==> src/include/spi_flags_pkg.sv <==
// register map, field layout and constants of the serial rate and flag block
package spi_flags_pkg;
	// ==================================================
	// register offsets (byte addresses, one word each)
	localparam logic [3:0] ctrl_one_off    = 4'h0;
	localparam logic [3:0] ctrl_two_off    = 4'h4;
	localparam logic [3:0] bit_rate_off    = 4'h8;
	localparam logic [3:0] flags_off       = 4'hC;
	// ==================================================
	// data register sits above the flag registers
	localparam logic [4:0] data_off        = 5'h10;
	localparam logic [4:0] irq_status_off  = 5'h14;
	localparam logic [4:0] irq_mask_off    = 5'h18;
	localparam int         addr_w          = 5;
	// ==================================================
	// control register one fields
	localparam int rx_ie_bit    = 7;
	localparam int enable_bit   = 6;
	localparam int tx_ie_bit    = 5;
	localparam int master_bit   = 4;
	localparam int select_output_enable_bit     = 1;
	// control register two fields
	localparam int mode_fault_enable_bit   = 4;
	// bit rate fields
	localparam int presc_lo     = 4;
	localparam int rate_lo      = 0;
	// status fields
	localparam int rx_full_bit  = 7;
	localparam int tx_empty_bit = 5;
	localparam int mode_flt_bit = 4;
	// interrupt status/mask layout
	localparam int irq_tx_bit   = 0;
	localparam int irq_rx_bit   = 1;
	localparam int irq_mf_bit   = 2;
	localparam int irq_w        = 3;
	// ==================================================
	// reset values
	localparam logic [7:0] ctrl_one_rst = 8'h04;
	localparam logic [7:0] ctrl_two_rst = 8'h00;
	localparam logic [7:0] bit_rate_rst = 8'h00;
	localparam logic [7:0] flags_mask   = 8'hB0;
	localparam int         bits_per_frame = 8;
endpackage : spi_flags_pkg

==> src/verilog/spi_baud_and_status_flags.sv <==
// The implementer's own choices: the Avalon-MM slave port and the address map.
`timescale 1ns/1ps
// serial interface bit rate generation, status flags and register slave
// What this block does
// RL1: prescale field bits 6:4 divides bus clock by field plus one.
// RL2: rate field bits 2:0 divides further by two to power field plus one.
// RL3: bus clock feeds prescaler, then divider, giving master bit clock.
// RL4: bit rate register is readable and writable at any time.
// RL5: unused status bits read zero; status writes are ignored.
// RL6: receive full flag sets when a transfer completes.
// RL7: receive full clears on status read with flag set then data read.
// RL8: transmit empty high while buffer free; cleared by armed status read then data write.
// RL9: data write without a prior status read showing transmit empty is ignored.
// RL10: interrupt when transmit empty set and transmit interrupt enabled.
// RL11: transmit empty sets when a byte moves from buffer into shifter.
// RL12: idle interface loads written byte into shifter within two bus cycles.
// RL13: after a shift, queued byte loads and flag sets; else nothing moves.
// RL14: mode fault sets when master and slave select input driven low.
// RL15: mode fault input only with master, fault enable, no select output.
// RL16: mode fault clears on status read with flag set then control one write.
// RL17: disabling halts transfer, resets machines, clears receive full, sets transmit empty.
// RL18: interrupt when receive full or mode fault set and receive enable set.
// RL19: master clock equals bus clock over prescale times rate divisor.
module spi_baud_and_status_flags
	import spi_flags_pkg::*;
(
	// clock and reset
	input  wire logic              mclk,
	input  wire logic              rst,
	// avalon-mm slave
	input  wire logic [addr_w-1:0] address,
	input  wire logic              read,
	input  wire logic              write,
	input  wire logic [31:0]       writedata,
	input  wire logic [3:0]        byteenable,
	output logic [31:0]            readdata,
	output logic                   waitrequest,
	// serial link
	output logic                   sck,
	output logic                   mosi,
	input  wire logic              miso,
	input  wire logic              ss_n_in,
	output logic                   ss_n_out,
	output logic                   ss_n_oe,
	// interrupts
	output logic                   irq
);
	typedef enum logic [2:0] {
		st_idle  = 3'b001,
		st_shift = 3'b010,
		st_done  = 3'b100
	} shift_state_t;

	// ==================================================
	// registers
	logic [7:0]       ctrl_one_q;
	logic [7:0]       ctrl_two_q;
	logic [7:0]       bit_rate_q;
	logic [irq_w-1:0] irq_status_q;
	logic [irq_w-1:0] irq_mask_q;
	logic             rx_full_q;
	logic             tx_empty_q;
	logic             mode_flt_q;
	logic             rx_arm_q;
	logic             tx_arm_q;
	logic             mf_arm_q;
	logic [7:0]       tx_buf_q;
	logic [7:0]       rx_buf_q;
	logic [7:0]       shift_q;
	logic [3:0]       edge_cnt_q;
	logic             ack_q;
	shift_state_t     state_q;

	logic             enabled;
	logic             is_master;
	logic             fault_input;
	logic             half_tick;
	logic             acc;
	logic             rd_flags;
	logic             rd_data;
	logic             wr_data;
	logic             wr_ctrl_one;
	logic             tx_take;
	logic             load_shifter;
	logic             frame_done;
	logic [irq_w-1:0] irq_events;

	function automatic logic hit(input logic [addr_w-1:0] a, input logic [addr_w-1:0] off);
		hit = (a == off);
	endfunction : hit

	assign enabled     = ctrl_one_q[enable_bit];
	assign is_master   = ctrl_one_q[master_bit];
	// RL15
	assign fault_input = is_master && ctrl_two_q[mode_fault_enable_bit] && !ctrl_one_q[select_output_enable_bit];

	// ==================================================
	// bus handshake: one wait cycle, accept on the acknowledge cycle
	assign acc         = (read || write) && ack_q;
	assign rd_flags    = acc && read && hit(address, addr_w'(flags_off));
	assign rd_data     = acc && read && hit(address, data_off);
	assign wr_data     = acc && write && byteenable[0] && hit(address, data_off);
	assign wr_ctrl_one = acc && write && byteenable[0] && hit(address, addr_w'(ctrl_one_off));
	assign tx_take     = wr_data && tx_arm_q; // RL9

	always_ff @(posedge mclk) begin
		if (rst) begin
			ack_q       <= 1'b0;
			waitrequest <= 1'b1;
		end else begin
			ack_q       <= (read || write) && !ack_q;
			waitrequest <= !((read || write) && !ack_q);
		end
	end

	always_ff @(posedge mclk) begin
		if (rst) begin
			readdata <= 32'h0000_0000;
		end else if ((read || write) && !ack_q) begin
			readdata <= 32'h0000_0000;
			if (read) begin
				unique case (address)
					addr_w'(ctrl_one_off): readdata[7:0] <= ctrl_one_q;
					addr_w'(ctrl_two_off): readdata[7:0] <= ctrl_two_q;
					addr_w'(bit_rate_off): readdata[7:0] <= bit_rate_q; // RL4
					addr_w'(flags_off): begin
						readdata[rx_full_bit]  <= rx_full_q; // RL5
						readdata[tx_empty_bit] <= tx_empty_q;
						readdata[mode_flt_bit] <= mode_flt_q;
					end
					data_off:       readdata[7:0]       <= rx_buf_q;
					irq_status_off: readdata[irq_w-1:0] <= irq_status_q;
					irq_mask_off:   readdata[irq_w-1:0] <= irq_mask_q;
					default:        readdata            <= 32'h0000_0000;
				endcase
			end
		end
	end

	// ==================================================
	// control registers; status writes fall through untouched
	always_ff @(posedge mclk) begin
		if (rst) begin
			ctrl_one_q <= ctrl_one_rst;
			ctrl_two_q <= ctrl_two_rst;
			bit_rate_q <= bit_rate_rst;
			irq_mask_q <= '0;
		end else if (acc && write && byteenable[0]) begin
			if (hit(address, addr_w'(ctrl_one_off))) begin
				ctrl_one_q <= writedata[7:0];
			end
			if (hit(address, addr_w'(ctrl_two_off))) begin
				ctrl_two_q <= writedata[7:0];
			end
			if (hit(address, addr_w'(bit_rate_off))) begin
				bit_rate_q <= writedata[7:0] & 8'h77; // RL4
			end
			if (hit(address, irq_mask_off)) begin
				irq_mask_q <= writedata[irq_w-1:0];
			end
		end
	end

	// ==================================================
	// bit clock generation
	rate_divider #() u_rate (
		.mclk                (mclk),
		.rst                 (rst),
		.run                 (enabled && is_master && state_q == st_shift),
		.prescale_select     (bit_rate_q[presc_lo+2:presc_lo]),
		.rate_divider_select (bit_rate_q[rate_lo+2:rate_lo]),
		.half_tick           (half_tick)
	);

	// ==================================================
	// shifter: even edges sample, odd edges shift (mode 0 style, msb first)
	// a loaded byte starts right away; in idle the load happens the cycle after the write
	assign load_shifter = !tx_empty_q && (state_q == st_idle || state_q == st_done); // RL12 RL13
	assign frame_done   = (state_q == st_shift) && half_tick &&
	                      (edge_cnt_q == 4'(2 * bits_per_frame - 1));

	always_ff @(posedge mclk) begin
		if (rst || !enabled) begin
			state_q    <= st_idle; // RL17
			edge_cnt_q <= 4'h0;
			shift_q    <= 8'h00;
			sck        <= 1'b0;
			mosi       <= 1'b0;
			ss_n_out   <= 1'b1;
			ss_n_oe    <= 1'b0;
		end else begin
			ss_n_oe <= is_master && ctrl_two_q[mode_fault_enable_bit] && ctrl_one_q[select_output_enable_bit];
			unique case (state_q)
				st_idle, st_done: begin
					sck      <= 1'b0;
					ss_n_out <= 1'b1;
					state_q  <= st_idle;
					if (load_shifter && is_master) begin
						shift_q    <= tx_buf_q; // RL11
						mosi       <= tx_buf_q[7];
						edge_cnt_q <= 4'h0;
						ss_n_out   <= 1'b0;
						state_q    <= st_shift;
					end
				end
				st_shift: begin
					if (half_tick) begin
						sck        <= !sck;
						edge_cnt_q <= edge_cnt_q + 4'h1;
						if (!edge_cnt_q[0]) begin
							shift_q <= {shift_q[6:0], miso};
						end else begin
							mosi <= shift_q[7];
						end
						if (frame_done) begin
							state_q <= st_done;
						end
					end
				end
			endcase
		end
	end

	// receive buffer keeps the old byte on overrun
	always_ff @(posedge mclk) begin
		if (rst) begin
			rx_buf_q <= 8'h00;
		end else if (frame_done && !rx_full_q) begin
			rx_buf_q <= shift_q;
		end
	end

	// ==================================================
	// status flags: for receive full and mode fault a set in the same cycle as its clear wins; for transmit empty the clear wins
	always_ff @(posedge mclk) begin
		if (rst || !enabled) begin
			rx_full_q <= 1'b0; // RL17
			rx_arm_q  <= 1'b0;
		end else begin
			if (rd_flags && rx_full_q) begin
				rx_arm_q <= 1'b1;
			end else if (rd_data) begin
				rx_arm_q <= 1'b0;
			end
			if (frame_done) begin
				rx_full_q <= 1'b1; // RL6
			end else if (rd_data && rx_arm_q) begin
				rx_full_q <= 1'b0; // RL7
			end
		end
	end

	always_ff @(posedge mclk) begin
		if (rst || !enabled) begin
			tx_empty_q <= 1'b1; // RL17
			tx_arm_q   <= 1'b0;
			tx_buf_q   <= 8'h00;
		end else begin
			if (rd_flags && tx_empty_q) begin
				tx_arm_q <= 1'b1;
			end else if (wr_data) begin
				tx_arm_q <= 1'b0;
			end
			if (tx_take) begin
				tx_buf_q   <= writedata[7:0];
				tx_empty_q <= 1'b0; // RL8 RL9
			end else if (load_shifter && is_master) begin
				tx_empty_q <= 1'b1; // RL11 RL13
			end
		end
	end

	always_ff @(posedge mclk) begin
		if (rst) begin
			mode_flt_q <= 1'b0;
			mf_arm_q   <= 1'b0;
		end else begin
			if (rd_flags && mode_flt_q) begin
				mf_arm_q <= 1'b1;
			end else if (wr_ctrl_one) begin
				mf_arm_q <= 1'b0;
			end
			if (enabled && fault_input && !ss_n_in) begin
				mode_flt_q <= 1'b1; // RL14 RL15
			end else if (wr_ctrl_one && mf_arm_q) begin
				mode_flt_q <= 1'b0; // RL16
			end
		end
	end

	// ==================================================
	// interrupts: sticky event bits, write one to clear, mask gates output
	assign irq_events[irq_tx_bit] = tx_empty_q && ctrl_one_q[tx_ie_bit]; // RL10
	assign irq_events[irq_rx_bit] = rx_full_q && ctrl_one_q[rx_ie_bit]; // RL18
	assign irq_events[irq_mf_bit] = mode_flt_q && ctrl_one_q[rx_ie_bit]; // RL18

	always_ff @(posedge mclk) begin
		if (rst) begin
			irq_status_q <= '0;
		end else begin
			for (int i = 0; i < irq_w; i++) begin
				if (irq_events[i]) begin
					irq_status_q[i] <= 1'b1;
				end else if (acc && write && byteenable[0] && hit(address, irq_status_off) && writedata[i]) begin
					irq_status_q[i] <= 1'b0;
				end
			end
		end
	end

	always_ff @(posedge mclk) begin
		if (rst) begin
			irq <= 1'b0;
		end else begin
			irq <= |(irq_status_q & irq_mask_q);
		end
	end
endmodule : spi_baud_and_status_flags

==> src/verilog/rate_divider.sv <==
`timescale 1ns/1ps
// prescaler followed by power-of-two divider, one bus clock enable pulse per bit half
module rate_divider
	import spi_flags_pkg::*;
(
	// clock and reset
	input  wire logic       mclk,
	input  wire logic       rst,
	// control
	input  wire logic       run,
	input  wire logic [2:0] prescale_select,
	input  wire logic [2:0] rate_divider_select,
	// output: one pulse per half bit clock period
	output logic            half_tick
);
	logic [2:0] pre_q;
	logic [7:0] div_q;
	logic       pre_tick;
	logic [7:0] half_lim;

	// divisor prescale_select + 1
	assign pre_tick = (pre_q == prescale_select); // RL1 RL3
	// rate divisor 2^(sel+1), so half period is 2^sel prescaled ticks
	assign half_lim = 8'(8'h01 << rate_divider_select) - 8'h01; // RL2

	always_ff @(posedge mclk) begin
		if (rst || !run || pre_tick) begin
			pre_q <= 3'h0;
		end else begin
			pre_q <= pre_q + 3'h1;
		end
	end

	always_ff @(posedge mclk) begin
		if (rst || !run) begin
			div_q     <= 8'h00;
			half_tick <= 1'b0;
		end else begin
			half_tick <= 1'b0;
			if (pre_tick) begin
				if (div_q >= half_lim) begin
					div_q     <= 8'h00;
					half_tick <= 1'b1; // RL3 RL19
				end else begin
					div_q <= div_q + 8'h01;
				end
			end
		end
	end
endmodule : rate_divider

==> config.mk <==
export PLATFORM = sky130hd
export DESIGN_NAME = spi_baud_and_status_flags
export DESIGN_NICKNAME = d
export VERILOG_FILES = /design/src/include/spi_flags_pkg.sv /design/src/verilog/spi_baud_and_status_flags.sv /design/src/verilog/rate_divider.sv
export SDC_FILE = /design/constraint.sdc
export NUM_CORES = 1
export LEC_CHECK = 0
export BUFFER_PORTS_ARGS = -buffer_cell sky130_fd_sc_hd__buf_2
export CELL_PAD_IN_SITES_DETAIL_PLACEMENT = 1
export CELL_PAD_IN_SITES_GLOBAL_PLACEMENT = 1
export CORE_AREA = 2 2 107 109
export CTS_CLUSTER_SIZE = 20
export DETAILED_ROUTE_END_ITERATION = 8
export DIE_AREA = 0 0 109 111
export GPL_TIMING_DRIVEN = 1
export HOLD_SLACK_MARGIN = 0.06
export PLACE_DENSITY_LB_ADDON = 0.1
export SLEW_MARGIN = 20
export SYNTH_ARGS = -nofsm -noshare
export SYNTH_HDL_FRONTEND = slang
export SYNTH_SLANG_ARGS = --single-unit
==> constraint.sdc <==
create_clock -name mclk -period 3.95 [get_ports mclk]
set_input_delay 0 -clock mclk [delete_from_list [all_inputs] [get_ports mclk]]
set_output_delay 0 -clock mclk [all_outputs]
set_load 0.02 [all_outputs]
Yosys cells after proc, flatten, opt, wreduce, memory -nomap -nowiden
Index checks and enable logic that the tools add are counted.
- register bits after elaboration: 116
- input bits: 47
- logic and storage cells: 166
- add/sub/neg operators: 4
- $lt $le $gt $ge: 1
- equality and inequality tests: 16
- shift-type cells: 1
- mux-type cells: 44
- bitwise logic cells: 2
- reductions and logical operators: 69
- operators by type and width (kind ; count):
    $mux 8 ; 5
    $logic_and 1x1->1 ; 34
    $mux 1 ; 24
    $pmux 3 s6 ; 1
    $reduce_bool 2->1 ; 9
    $pmux 8 s2 ; 1
    $eq 5x5->1 const B ; 3
    $reduce_and 2->1 ; 6
    $eq 5x4->1 const B ; 2
    $pmux 2 s5 ; 1
    $logic_not 1->1 ; 9
    $add 8x1->8 const B ; 1
    $ge 8x8->1 ; 1
    $mux 4 ; 2
    $ne 2x2->1 const B ; 4
    $pmux 1 s4 ; 2
    $pmux 4 s2 ; 1
    $shl 1x3->8 const A ; 1
    $sub 8x1->8 const B ; 1
    $mux 3 ; 2
    $pmux 3 s2 ; 1
    $reduce_and 3->1 ; 2
    $eq 5x3->1 const B ; 1
    $logic_not 5->1 ; 1
    other kinds (16) ; 22

Longest topological paths before layout
Gate-level depths: netlist (run 1).
- depth in word-level cells: 8
- gate-level depth with buffers: 13

Cells and area by module
From an unflattened synthesis (run 1), not the netlist that was laid out.
- cells, all modules: 509
- area total of the unflattened synthesis: 4571.9 sq um
- modules (own cells, without submodules) (module ; instances ; cells an instance ; area an instance (sq um)):
    spi_baud_and_status_flags ; 1 ; 405 ; 3724.8
    rate_divider ; 1 ; 104 ; 847.1

Worst setup path after synthesis (run 1)
OpenSTA, ideal clock, no wires.
- kind: register to register
- start: register bit_rate_q[0]
- end: register u_rate.div_q[5]
- library setup time: 0.093 ns
- arrival: 2.871 ns
- data required time: 3.857 ns
- path slack: 0.986 ns
- cell stages (with the launch flop): 12
- buffers on the path: 2
- path through: dfxtp_1 -> clkbuf_1 -> or3_1 -> ha_1 -> buf_1 -> xnor2_1 -> ha_1 -> a211oi_1 -> o21ai_0 -> a211oi_2 -> nand3_2 -> o311ai_2
- word-level cells in the longest chain between the ends: 4
- ends and longest elaborated chain (element ; line ; source):
    from (decl) ; spi_baud_and_status_flags.sv:58 ; logic [7:0] bit_rate_q;
    from (signal assigned) ; spi_baud_and_status_flags.sv:146 ; bit_rate_q <= bit_rate_rst;
    from (signal assigned) ; spi_baud_and_status_flags.sv:156 ; bit_rate_q <= writedata[7:0] & 8'h77;
    $shl 1x3->8 ; rate_divider.sv:24 ; assign half_lim = 8'(8'h01 << rate_divider_select) - 8'h01;
    $sub 8x1->8 ; rate_divider.sv:24 ;
    $ge 8x8->1 ; rate_divider.sv:41 ; if (div_q >= half_lim) begin
    $mux 8 ; rate_divider.sv:41 ;
    to (signal assigned) ; rate_divider.sv:45 ; div_q <= div_q + 8'h01;
    to (decl) ; rate_divider.sv:17 ; logic [7:0] div_q;
No other way between the ends.
A chain may end at the register's enable or synchronous reset.

Worst setup path in the final report (run 1)
- start: register bit_rate_q[0]
- end: register u_rate.div_q[6]
Same word-level chain as after synthesis.

==> flow_summary.ini, run 1 <==
[final_layout]
ff_latch_area_um2 = 1840
finalNetCount = 606
syn_to_final_growth_pct = 13.5
n_antenna_cell = 0
fill_cells = 1319
drive_gt1_share_pct = 12.3
multi_input_area_um2 = 2260

[power]
ir_drop_mv = 0.165
p_seq_share_pct = 48.9
p_per_area_nw_per_um2 = 385
sw_frac_of_total_pct = 23.1
p_total_mw = 1.90
clkPwrFrac_pct = 46.3
combPwrFrac_pct = 4.8
p_leak_nw = 1.83
intPower_mw = 1.46
switchingPower_mw = 0.440

[grt]
first_global_vias = 3617
grt_usage_pct = 20.4
grt_antenna_before_repair = 0
grt_max_degree = 45
grt_overflow = 0
grt_pass1_wl_um = 19000

[critical_path]
worst_ep_required_time_ns = 4.19
crit_slowest_cell = or3_1
crit_type = reg2reg
cpMostUsedCell = ha_1
crit_path_start_kind = flop
crit_path_cell_trace = or3_1 > ha_1 > xnor2_1 > ha_1 > a211oi_1 > o21ai_0 > a211oi_2 > buf_4 > nand3_2 > o311ai_1
path_buf_inv = 1
cp_top_family = compound AO/OA/AOI/OAI gates
cp_slowest_stage_delay_ns = 0.43
end_kind = flop
crit_fanout = 10
arrival_ns = 3.23

[run]
maxCapViolations = 0

[sta]
period_needed_ns = 3.00
max-slew-margin-rel_pct = 30.5
tightest_slew_ns = 1.04
grt_setup_unrepaired = false
hold-worst-slack_ns = 0.233
clock.fmax_mhz = 334
setup_ws_ns = 0.952
tns_ns = 0
hold_viol = 0
slew_violations = 0
clock_skew_ns = 0.00618
fin_crit_sh_pct = 75.9
setup_viol = 0

[logic_synthesis]
synth_async_sr_flop_share_pct = 0
synth_cell_type_count = 53
yosysSeqAreaShare_pct = 42.3
synth_top_cell_by_area = dfxtp_1
synth_xor_area_share_pct = 1.61
syn_area_per_cell_um2 = 8.42
yosysWarnings = 0
synth_compound_area_share_pct = 16.2
synth_top_family_by_area = simple AND/OR/NAND/NOR gates
syn-cell-area_um2 = 4350
synthCells = 517
synth-simple-area-share_pct = 23.2
ys.flop_type = dfxtp_1
synth_fa_ha_area_share_pct = 3.45
synth_mux_area_share_pct = 5.41
synth_area_leaders = dfxtp_1 (42%), nand2_1 (6.5%), nor2_1 (4.8%), nand3_1 (4.6%), mux2i_1 (4.4%)
synth-edff-count = 0
synth-seq-cells = 92
synthDominantCellAreaShare_pct = 42.3

[cts]
h-tree-depth = 3
cts_sinks = 92
ctsResizeCount = 0
clkTransAtPathRegs_ns = 0.06
clock-root-buffer = clkbuf_16
cts_buffers = 9
clock_latency_ns = 0.34
cts_tree = yes
clk_path_buf_depth = 2

[floorplanning]
rows = 39
core_area_um2 = 11100
die_area_um2 = 12100
io_pins = 85
die_h_um = 111
initial_core_util_pct = 39.3
die_w_um = 109

[placed_design]
port_buffers = 33
gp_congestion = 0.828
dp_hpwl_um = 8350
pre_cts_ws_ns = 0.981

[detailed_routing]
finalWirelength_um = 11800
routedWlPerCell_um = 17.0
vias_per_cell = 5.39
ant_nets = 0
drt-initial-drc-count = 173
drc = 0
drtPass1Iterations = 4
vias = 3745

[run_status]
status = complete, no violations

[worst_hold_path]
hold_path.class = in2reg
## cells in the mapped netlist, types with 6 or more instances
cell type	count
dfxtp_1	92
nand2_1	75
nor2_1	56
nand3_1	40
a21oi_1	31
buf_4	24
clkbuf_1	24
mux2i_1	19
o21ai_0	13
ha_1	12
nor3_1	11
a22oi_1	10
inv_1	10
a311oi_1	9
and3_1	9
nand4_1	7
xnor2_1	7
a31oi_1	6
## worst paths after layout
kind	startpoint	to	slack, ns	depth (start not counted)
max	bit_rate_q[0]	u_rate.div_q[6]	0.95	10
max reg2reg	bit_rate_q[0]	u_rate.div_q[6]	0.95	10
min reg2reg	readdata[1]	readdata[1]	0.45	2
min	address[1]	bit_rate_q[0]	0.23	5
## area by class of cell
cell class | instances | area share, %
multi-input cells | 385 | 45.8
flip-flops and latches | 92 | 37.3
repair buffers | 49 | 6.38
clock buffers | 11 | 4.91
well taps | 143 | 3.62
clock inverters | 5 | 1.22
inverters | 10 | 0.760
## what timing repair did
item                      CTS  global route
buffers inserted            0             0
hold endpoints to repair   38             0
hold buffers               12             0
## tightest hold or removal path: stages
cell and delay, ns:
buf_2 0.14, nor4_1 0.07, buf_4 0.17, nand3_1 0.09, a21oi_1 0.05
## cells in the final DEF (no fill, tap or decap), drive strengths merged, types with 5 or more instances in the layout
master       count
a222oi           5
inv             11
dlygate4sd3     12
a31oi            6
mux2i           19
conb            25
ha              12
a311oi           9
dfxtp           92
nor2            57
and3             9
nor3            11
xnor2            7
nand2           75
clkbuf          11
nand4            7
a21oi           32
nand3           41
buf             37
o21ai           13
a22oi           10
## sequential cells by signal (all words and copies together) (netlist names), 3 cells and up
| name | flops |
|---|---|
| ctrl_one_q | 8 |
| ctrl_two_q | 8 |
| readdata | 8 |
| rx_buf_q | 8 |
| shift_q | 8 |
| tx_buf_q | 8 |
| u_rate.div_q | 8 |
| bit_rate_q | 6 |
| edge_cnt_q | 4 |
| irq_mask_q | 3 |
| irq_status_q | 3 |
| state_q | 3 |
| u_rate.pre_q | 3 |
## logic make-up after synthesis
logic type / Yosys count
buffers and inverters: 63
adder cells (fa/ha/maj): 12
XOR/XNOR: 8
AND/OR/NAND/NOR: 217
flip-flops: 92
multiplexers: 23
other: 2
AO/OA/AOI/OAI: 100
## metal layers
layer  global-route usage (%)  part of all wire [%]  vias up
met3                     4.35                   3.1       10
met4                     5.90                   1.1        0
met2                     32.1                    47       62
met1                     27.9                    48     1833
li1                         -                     -     1840
met5                        0                     0        -
## through the flow
stage,util [%],instance area [µm²],cells
floorplan,-,4440,540
global placement,40.8,4520,667
detailed placement,40.8,4520,667
CTS,44.6,4940,695
global route,44.6,4940,695
finish,44.6,4940,695
## power by group through the flow
stage	registers, mW	clock network (mW)	logic (mW)
floorplan	0.953	0	0.0681
global placement	0.952	0	0.0806
detailed placement	0.953	0	0.0819
CTS	0.931	0.911	0.0912
global route	0.931	0.950	0.0991
finish	0.932	0.882	0.0913
Note: power is estimated with default switching activity, not from simulation.
==> inputs of run 2 (changes only) <==
==> constraint.sdc (replaced) <==
create_clock -name mclk -period 2.9 [get_ports mclk]
set_input_delay 0 -clock mclk [delete_from_list [all_inputs] [get_ports mclk]]
set_output_delay 0 -clock mclk [all_outputs]
set_load 0.02 [all_outputs]
==> flow_summary.ini, run 2 (synthesized netlist as in run 1, its figures left out) <==
[final_layout]
n_antenna_cell = 0
final_util_pct = 44.5
fill_cells = 1333
drive_gt1_share_pct = 12.4
most-common-layout-cells = dfxtp_1 (92), nand2_1 (75), nor2_1 (56)
finalNetCount = 612
syn_to_final_growth_pct = 13.4
final_common_cell = dfxtp_1

[cts]
clock_latency_ns = 0.35
cts_buffers = 9
cts_sinks = 92
h-tree-depth = 3
cts_tree = yes
post_cts_buffers = 0
clk_path_buf_depth = 2
clock-root-buffer = clkbuf_16
clkTransAtPathRegs_ns = 0.06

[floorplanning]
core_area_um2 = 11100
io_pins = 85
initial_core_util_pct = 39.3
rows = 39
die_area_um2 = 12100
die_h_um = 111
die_w_um = 109

[sta]
setup_viol = 0
max-slew-margin-rel_pct = 39.6
fin_crit_sh_pct = 92.9
tns_ns = 0
clock_skew_ns = 0.00608
clock.fmax_mhz = 371
hold_viol = 0
grt_setup_unrepaired = false
tightest_slew_ns = 0.893
setup_ws_ns = 0.205
hold-worst-slack_ns = 0.225
period_needed_ns = 2.70
slew_violations = 0

[detailed_routing]
vias = 3760
vias_per_cell = 5.39
drt-initial-drc-count = 209
routedWlPerCell_um = 16.9
ant_nets = 0
drtPass1Iterations = 4
finalWirelength_um = 11800
drc = 0

[critical_path]
timing.rr.start = bit_rate_q[1]
end_kind = flop
timing.rr.end = u_rate.div_q[7]
worst_ep_required_time_ns = 3.15
crit_path_start_kind = flop
r2r_cells = 9
cp-endpoint = u_rate.div_q[7]
crit_start = bit_rate_q[1]
crit_slowest_cell = or3_1
crit_fanout = 7
crit_path_cell_trace = or3_1 > ha_2 > xnor2_1 > ha_1 > a211oi_1 > o21ai_0 > a211oi_2 > nand3_2 > o311ai_2
arrival_ns = 2.95
r2r_setup_slack_ns = 0.20
cp_slowest_stage_delay_ns = 0.41
crit_type = reg2reg

[power]
p_per_area_nw_per_um2 = 494
ir_drop_mv = 0.292
switchingPower_mw = 0.565
p_leak_nw = 1.83
combPwrFrac_pct = 5.2
sw_frac_of_total_pct = 23.2
intPower_mw = 1.87
clkPwrFrac_pct = 42.6
p_seq_share_pct = 52.1

[grt]
first_global_vias = 3765
grt_antenna_before_repair = 0
grt_max_degree = 44
grt_overflow = 0
grt_usage_pct = 21.0
grt_pass1_wl_um = 19500

[run_status]
status = complete, no violations

[placed_design]
gp_congestion = 0.791
dp_hpwl_um = 8370
port_buffers = 33
pre_cts_ws_ns = 0.139

[worst_hold_path]
min-delay-start = address[1]
hold_path.class = in2reg

[run]
maxCapViolations = 0
-- run 2: through the flow --
step,instance area (µm²),cells,power (mW)
global route,4930,698,2.53
finish,4930,698,2.44
floorplan,4440,540,1.39
detailed placement,4560,672,1.41
CTS,4930,698,2.47
global placement,4560,672,1.41
-- run 2: cell type report --
class	count	area [µm²]	area share [%]
inverter	10	37.5	0.761
sequential	92	1840	37.3
tap	143	179	3.63
timing repair buffer	55	363	7.35
clock buffer	13	240	4.87
multi-input combinational	385	2270	46.1
-- run 2: metal layers --
| metal | wire length [µm] | share of wire (%) | GRT usage, % | up-vias |
|---|---|---|---|---|
| li1 | - | - | - | 1860 |
| met1 | 5720 | 49 | 28.6 | 1825 |
| met2 | 5420 | 46 | 32.7 | 60 |
| met3 | 363 | 3.1 | 2.88 | 15 |
| met4 | 271 | 2.3 | 9.74 | 0 |
| met5 | 0 | 0 | 0 | - |
-- run 2: critical path: cells and delay by family, from the launching register on --
family                   cells  cell delay (ns)
AO/OA/AOI/OAI                4             0.93
flip-flops                   1             0.37
XOR/XNOR                     1             0.18
adder cells (fa/ha/maj)      2             0.50
AND/OR/NAND/NOR              2             0.61
-- run 2: power by group through the flow --
| stage | Combinational (mW) | Clock (mW) | Sequential, mW |
|---|---|---|---|
| global placement | 0.112 | 0 | 1.30 |
| floorplan | 0.0929 | 0 | 1.30 |
| global route | 0.139 | 1.12 | 1.27 |
| detailed placement | 0.113 | 0 | 1.30 |
| CTS | 0.126 | 1.07 | 1.27 |
| finish | 0.128 | 1.04 | 1.27 |
-- run 2: how the worst min path moves through the flow --
stage | end | slack (ns) | cells after the start
after detailed placement | shift_q[0] | 0.28 | 3
after global placement | shift_q[0] | 0.27 | 3
final | bit_rate_q[5] | 0.22 | 5
after global routing | bit_rate_q[5] | 0.26 | 5
after CTS | bit_rate_q[5] | 0.22 | 5
after floorplan | irq_mask_q[0] | 0.14 | 2
-- run 2: repair_timing --
item                                    in CTS  in global routing
resized for setup                            0                  2
hold buffers                                13                  0
endpoints found under the hold margin       42                  0
endpoints found under the setup margin       0                  8
==> inputs of run 3 (changes only) <==
==> constraint.sdc (replaced) <==
create_clock -name mclk -period 2.9 [get_ports mclk]
set_input_delay 0.145 -clock mclk [delete_from_list [all_inputs] [get_ports mclk]]
set_output_delay 0.145 -clock mclk [all_outputs]
set_load 0.02 [all_outputs]
==> flow_summary.ini, run 3 (synthesized netlist as in run 1, its figures left out) <==
[run_status]
status = complete, no violations

[power]
p_per_area_nw_per_um2 = 531
p_leak_nw = 1.82
p_total_mw = 2.59
ir_drop_mv = 0.285

[floorplanning]
die_h_um = 111
core_area_um2 = 11100
initial_core_util_pct = 39.3
die_area_um2 = 12100
io_pins = 85
die_w_um = 109
rows = 39

[worst_hold_path]
hold_path.class = in2reg
min-delay-start = writedata[6]

[sta]
hold_viol = 0
slew_violations = 0
period_needed_ns = 2.74
fin_crit_sh_pct = 94.4
grt_setup_unrepaired = false
clock.fmax_mhz = 365
clock_skew_ns = 0.00538
setup_viol = 0
tns_ns = 0
max-slew-margin-rel_pct = 46.7
tightest_slew_ns = 0.794

[critical_path]
crit_start = bit_rate_q[1]
crit_fanout = 7
cp-endpoint = u_rate.div_q[7]
arrival_ns = 2.98
crit_slowest_cell = or3_1
cp_slowest_stage_delay_ns = 0.41
worst_ep_required_time_ns = 3.15
timing.rr.start = bit_rate_q[1]
timing.rr.end = u_rate.div_q[7]
crit_path_start_kind = flop
crit_type = reg2reg
end_kind = flop
r2r_setup_slack_ns = 0.16
crit_path_cell_trace = or3_1 > ha_2 > xnor2_1 > ha_1 > a211oi_1 > o21ai_0 > a211oi_2 > nand3_2 > o311ai_2
r2r_cells = 9

[grt]
grt_pass1_wl_um = 19300
grt_max_degree = 27
grt_usage_pct = 20.6
first_global_vias = 3687
grt_overflow = 0
grt_antenna_before_repair = 0

[detailed_routing]
vias = 3695
drtPass1Iterations = 5
finalWirelength_um = 11700
vias_per_cell = 5.36
ant_nets = 0
drt-initial-drc-count = 159
routedWlPerCell_um = 17.0
drc = 0

[final_layout]
syn_to_final_growth_pct = 12.1
fill_cells = 1342
n_antenna_cell = 0
final_util_pct = 44.0
most-common-layout-cells = dfxtp_1 (92), nand2_1 (75), nor2_1 (56)
ff_latch_area_um2 = 1840
finalNetCount = 601
final_common_cell = dfxtp_1
final_cell_area_um2 = 4880
drive_gt1_share_pct = 13.9
multi_input_area_um2 = 2270

[cts]
h-tree-depth = 3
clock-root-buffer = clkbuf_16
cts_sinks = 92
clkTransAtPathRegs_ns = 0.06
post_cts_buffers = 0
clock_latency_ns = 0.35
cts_tree = yes
cts_buffers = 9
clk_path_buf_depth = 2

[placed_design]
place_area_um2 = 4560
gp_congestion = 0.794
dp_hpwl_um = 8480
port_buffers = 33

[run]
maxCapViolations = 0
## run 3: layout make-up
cell class	instances	area share, %
flip-flops and latches	92	37.8
repair buffers	44	5.13
multi-input cells	385	46.5
clock inverters	5	1.03
clock buffers	11	5.18
well taps	143	3.67
inverters	10	0.769
## run 3: stage by stage
| step | setup slack (ns) | instances | hold slack (ns) |
|---|---|---|---|
| 2_1_floorplan | 0.00497 | 540 | 0.289 |
| 3_3_place_gp | 0.225 | 673 | 0.418 |
| 3_5_place_dp | 0.0786 | 673 | 0.426 |
| 4_1_cts | 0.0436 | 690 | 0.0854 |
| 5_1_grt | 0.00332 | 690 | 0.106 |
| 6_report | 0.164 | 690 | 0.0976 |
## run 3: timing repair
item | in CTS | in global routing
gates resized for setup | 0 | 1
endpoints found under the hold margin | 1 | 0
endpoints found under the setup margin | 0 | 4
hold buffers | 1 | 0
## run 3: how the worst min path moves through the flow
stage                                to  slack [ns]  depth (start not counted)
after floorplan           irq_mask_q[0]        0.29                          2
final                     ctrl_one_q[6]         0.1                          3
after global placement       shift_q[0]        0.42                          3
after global routing      ctrl_one_q[6]        0.11                          3
after detailed placement     shift_q[0]        0.43                          3
after CTS                 ctrl_one_q[3]        0.09                          3
## run 3: power by group
| part | switching [mW] | leakage, nW | total, mW | internal [mW] |
|---|---|---|---|---|
| clock | 0.500 | 0.155 | 1.21 | 0.709 |
| sequential | 0.00274 | 0.741 | 1.27 | 1.27 |
| combinational | 0.0895 | 0.924 | 0.115 | 0.0259 |
## run 3: metal layers
| metal | global-route usage, % | part of all wire (%) |
|---|---|---|
| met1 | 28.4 | 48 |
| met2 | 32.3 | 46 |
| met3 | 3.06 | 3.7 |
| met4 | 7.95 | 1.7 |
| met5 | 0 | 0 |
## run 3: critical path, delay by kind of cell (launching register included)
| family | cells | cell delay (ns) |
|---|---|---|
| DFF | 1 | 0.36 |
| adders and majority gates | 2 | 0.51 |
| and+or+nand+nor | 2 | 0.62 |
| xor gates and xnor gates | 1 | 0.21 |
| AOI/OAI and AO/OA | 4 | 0.93 |
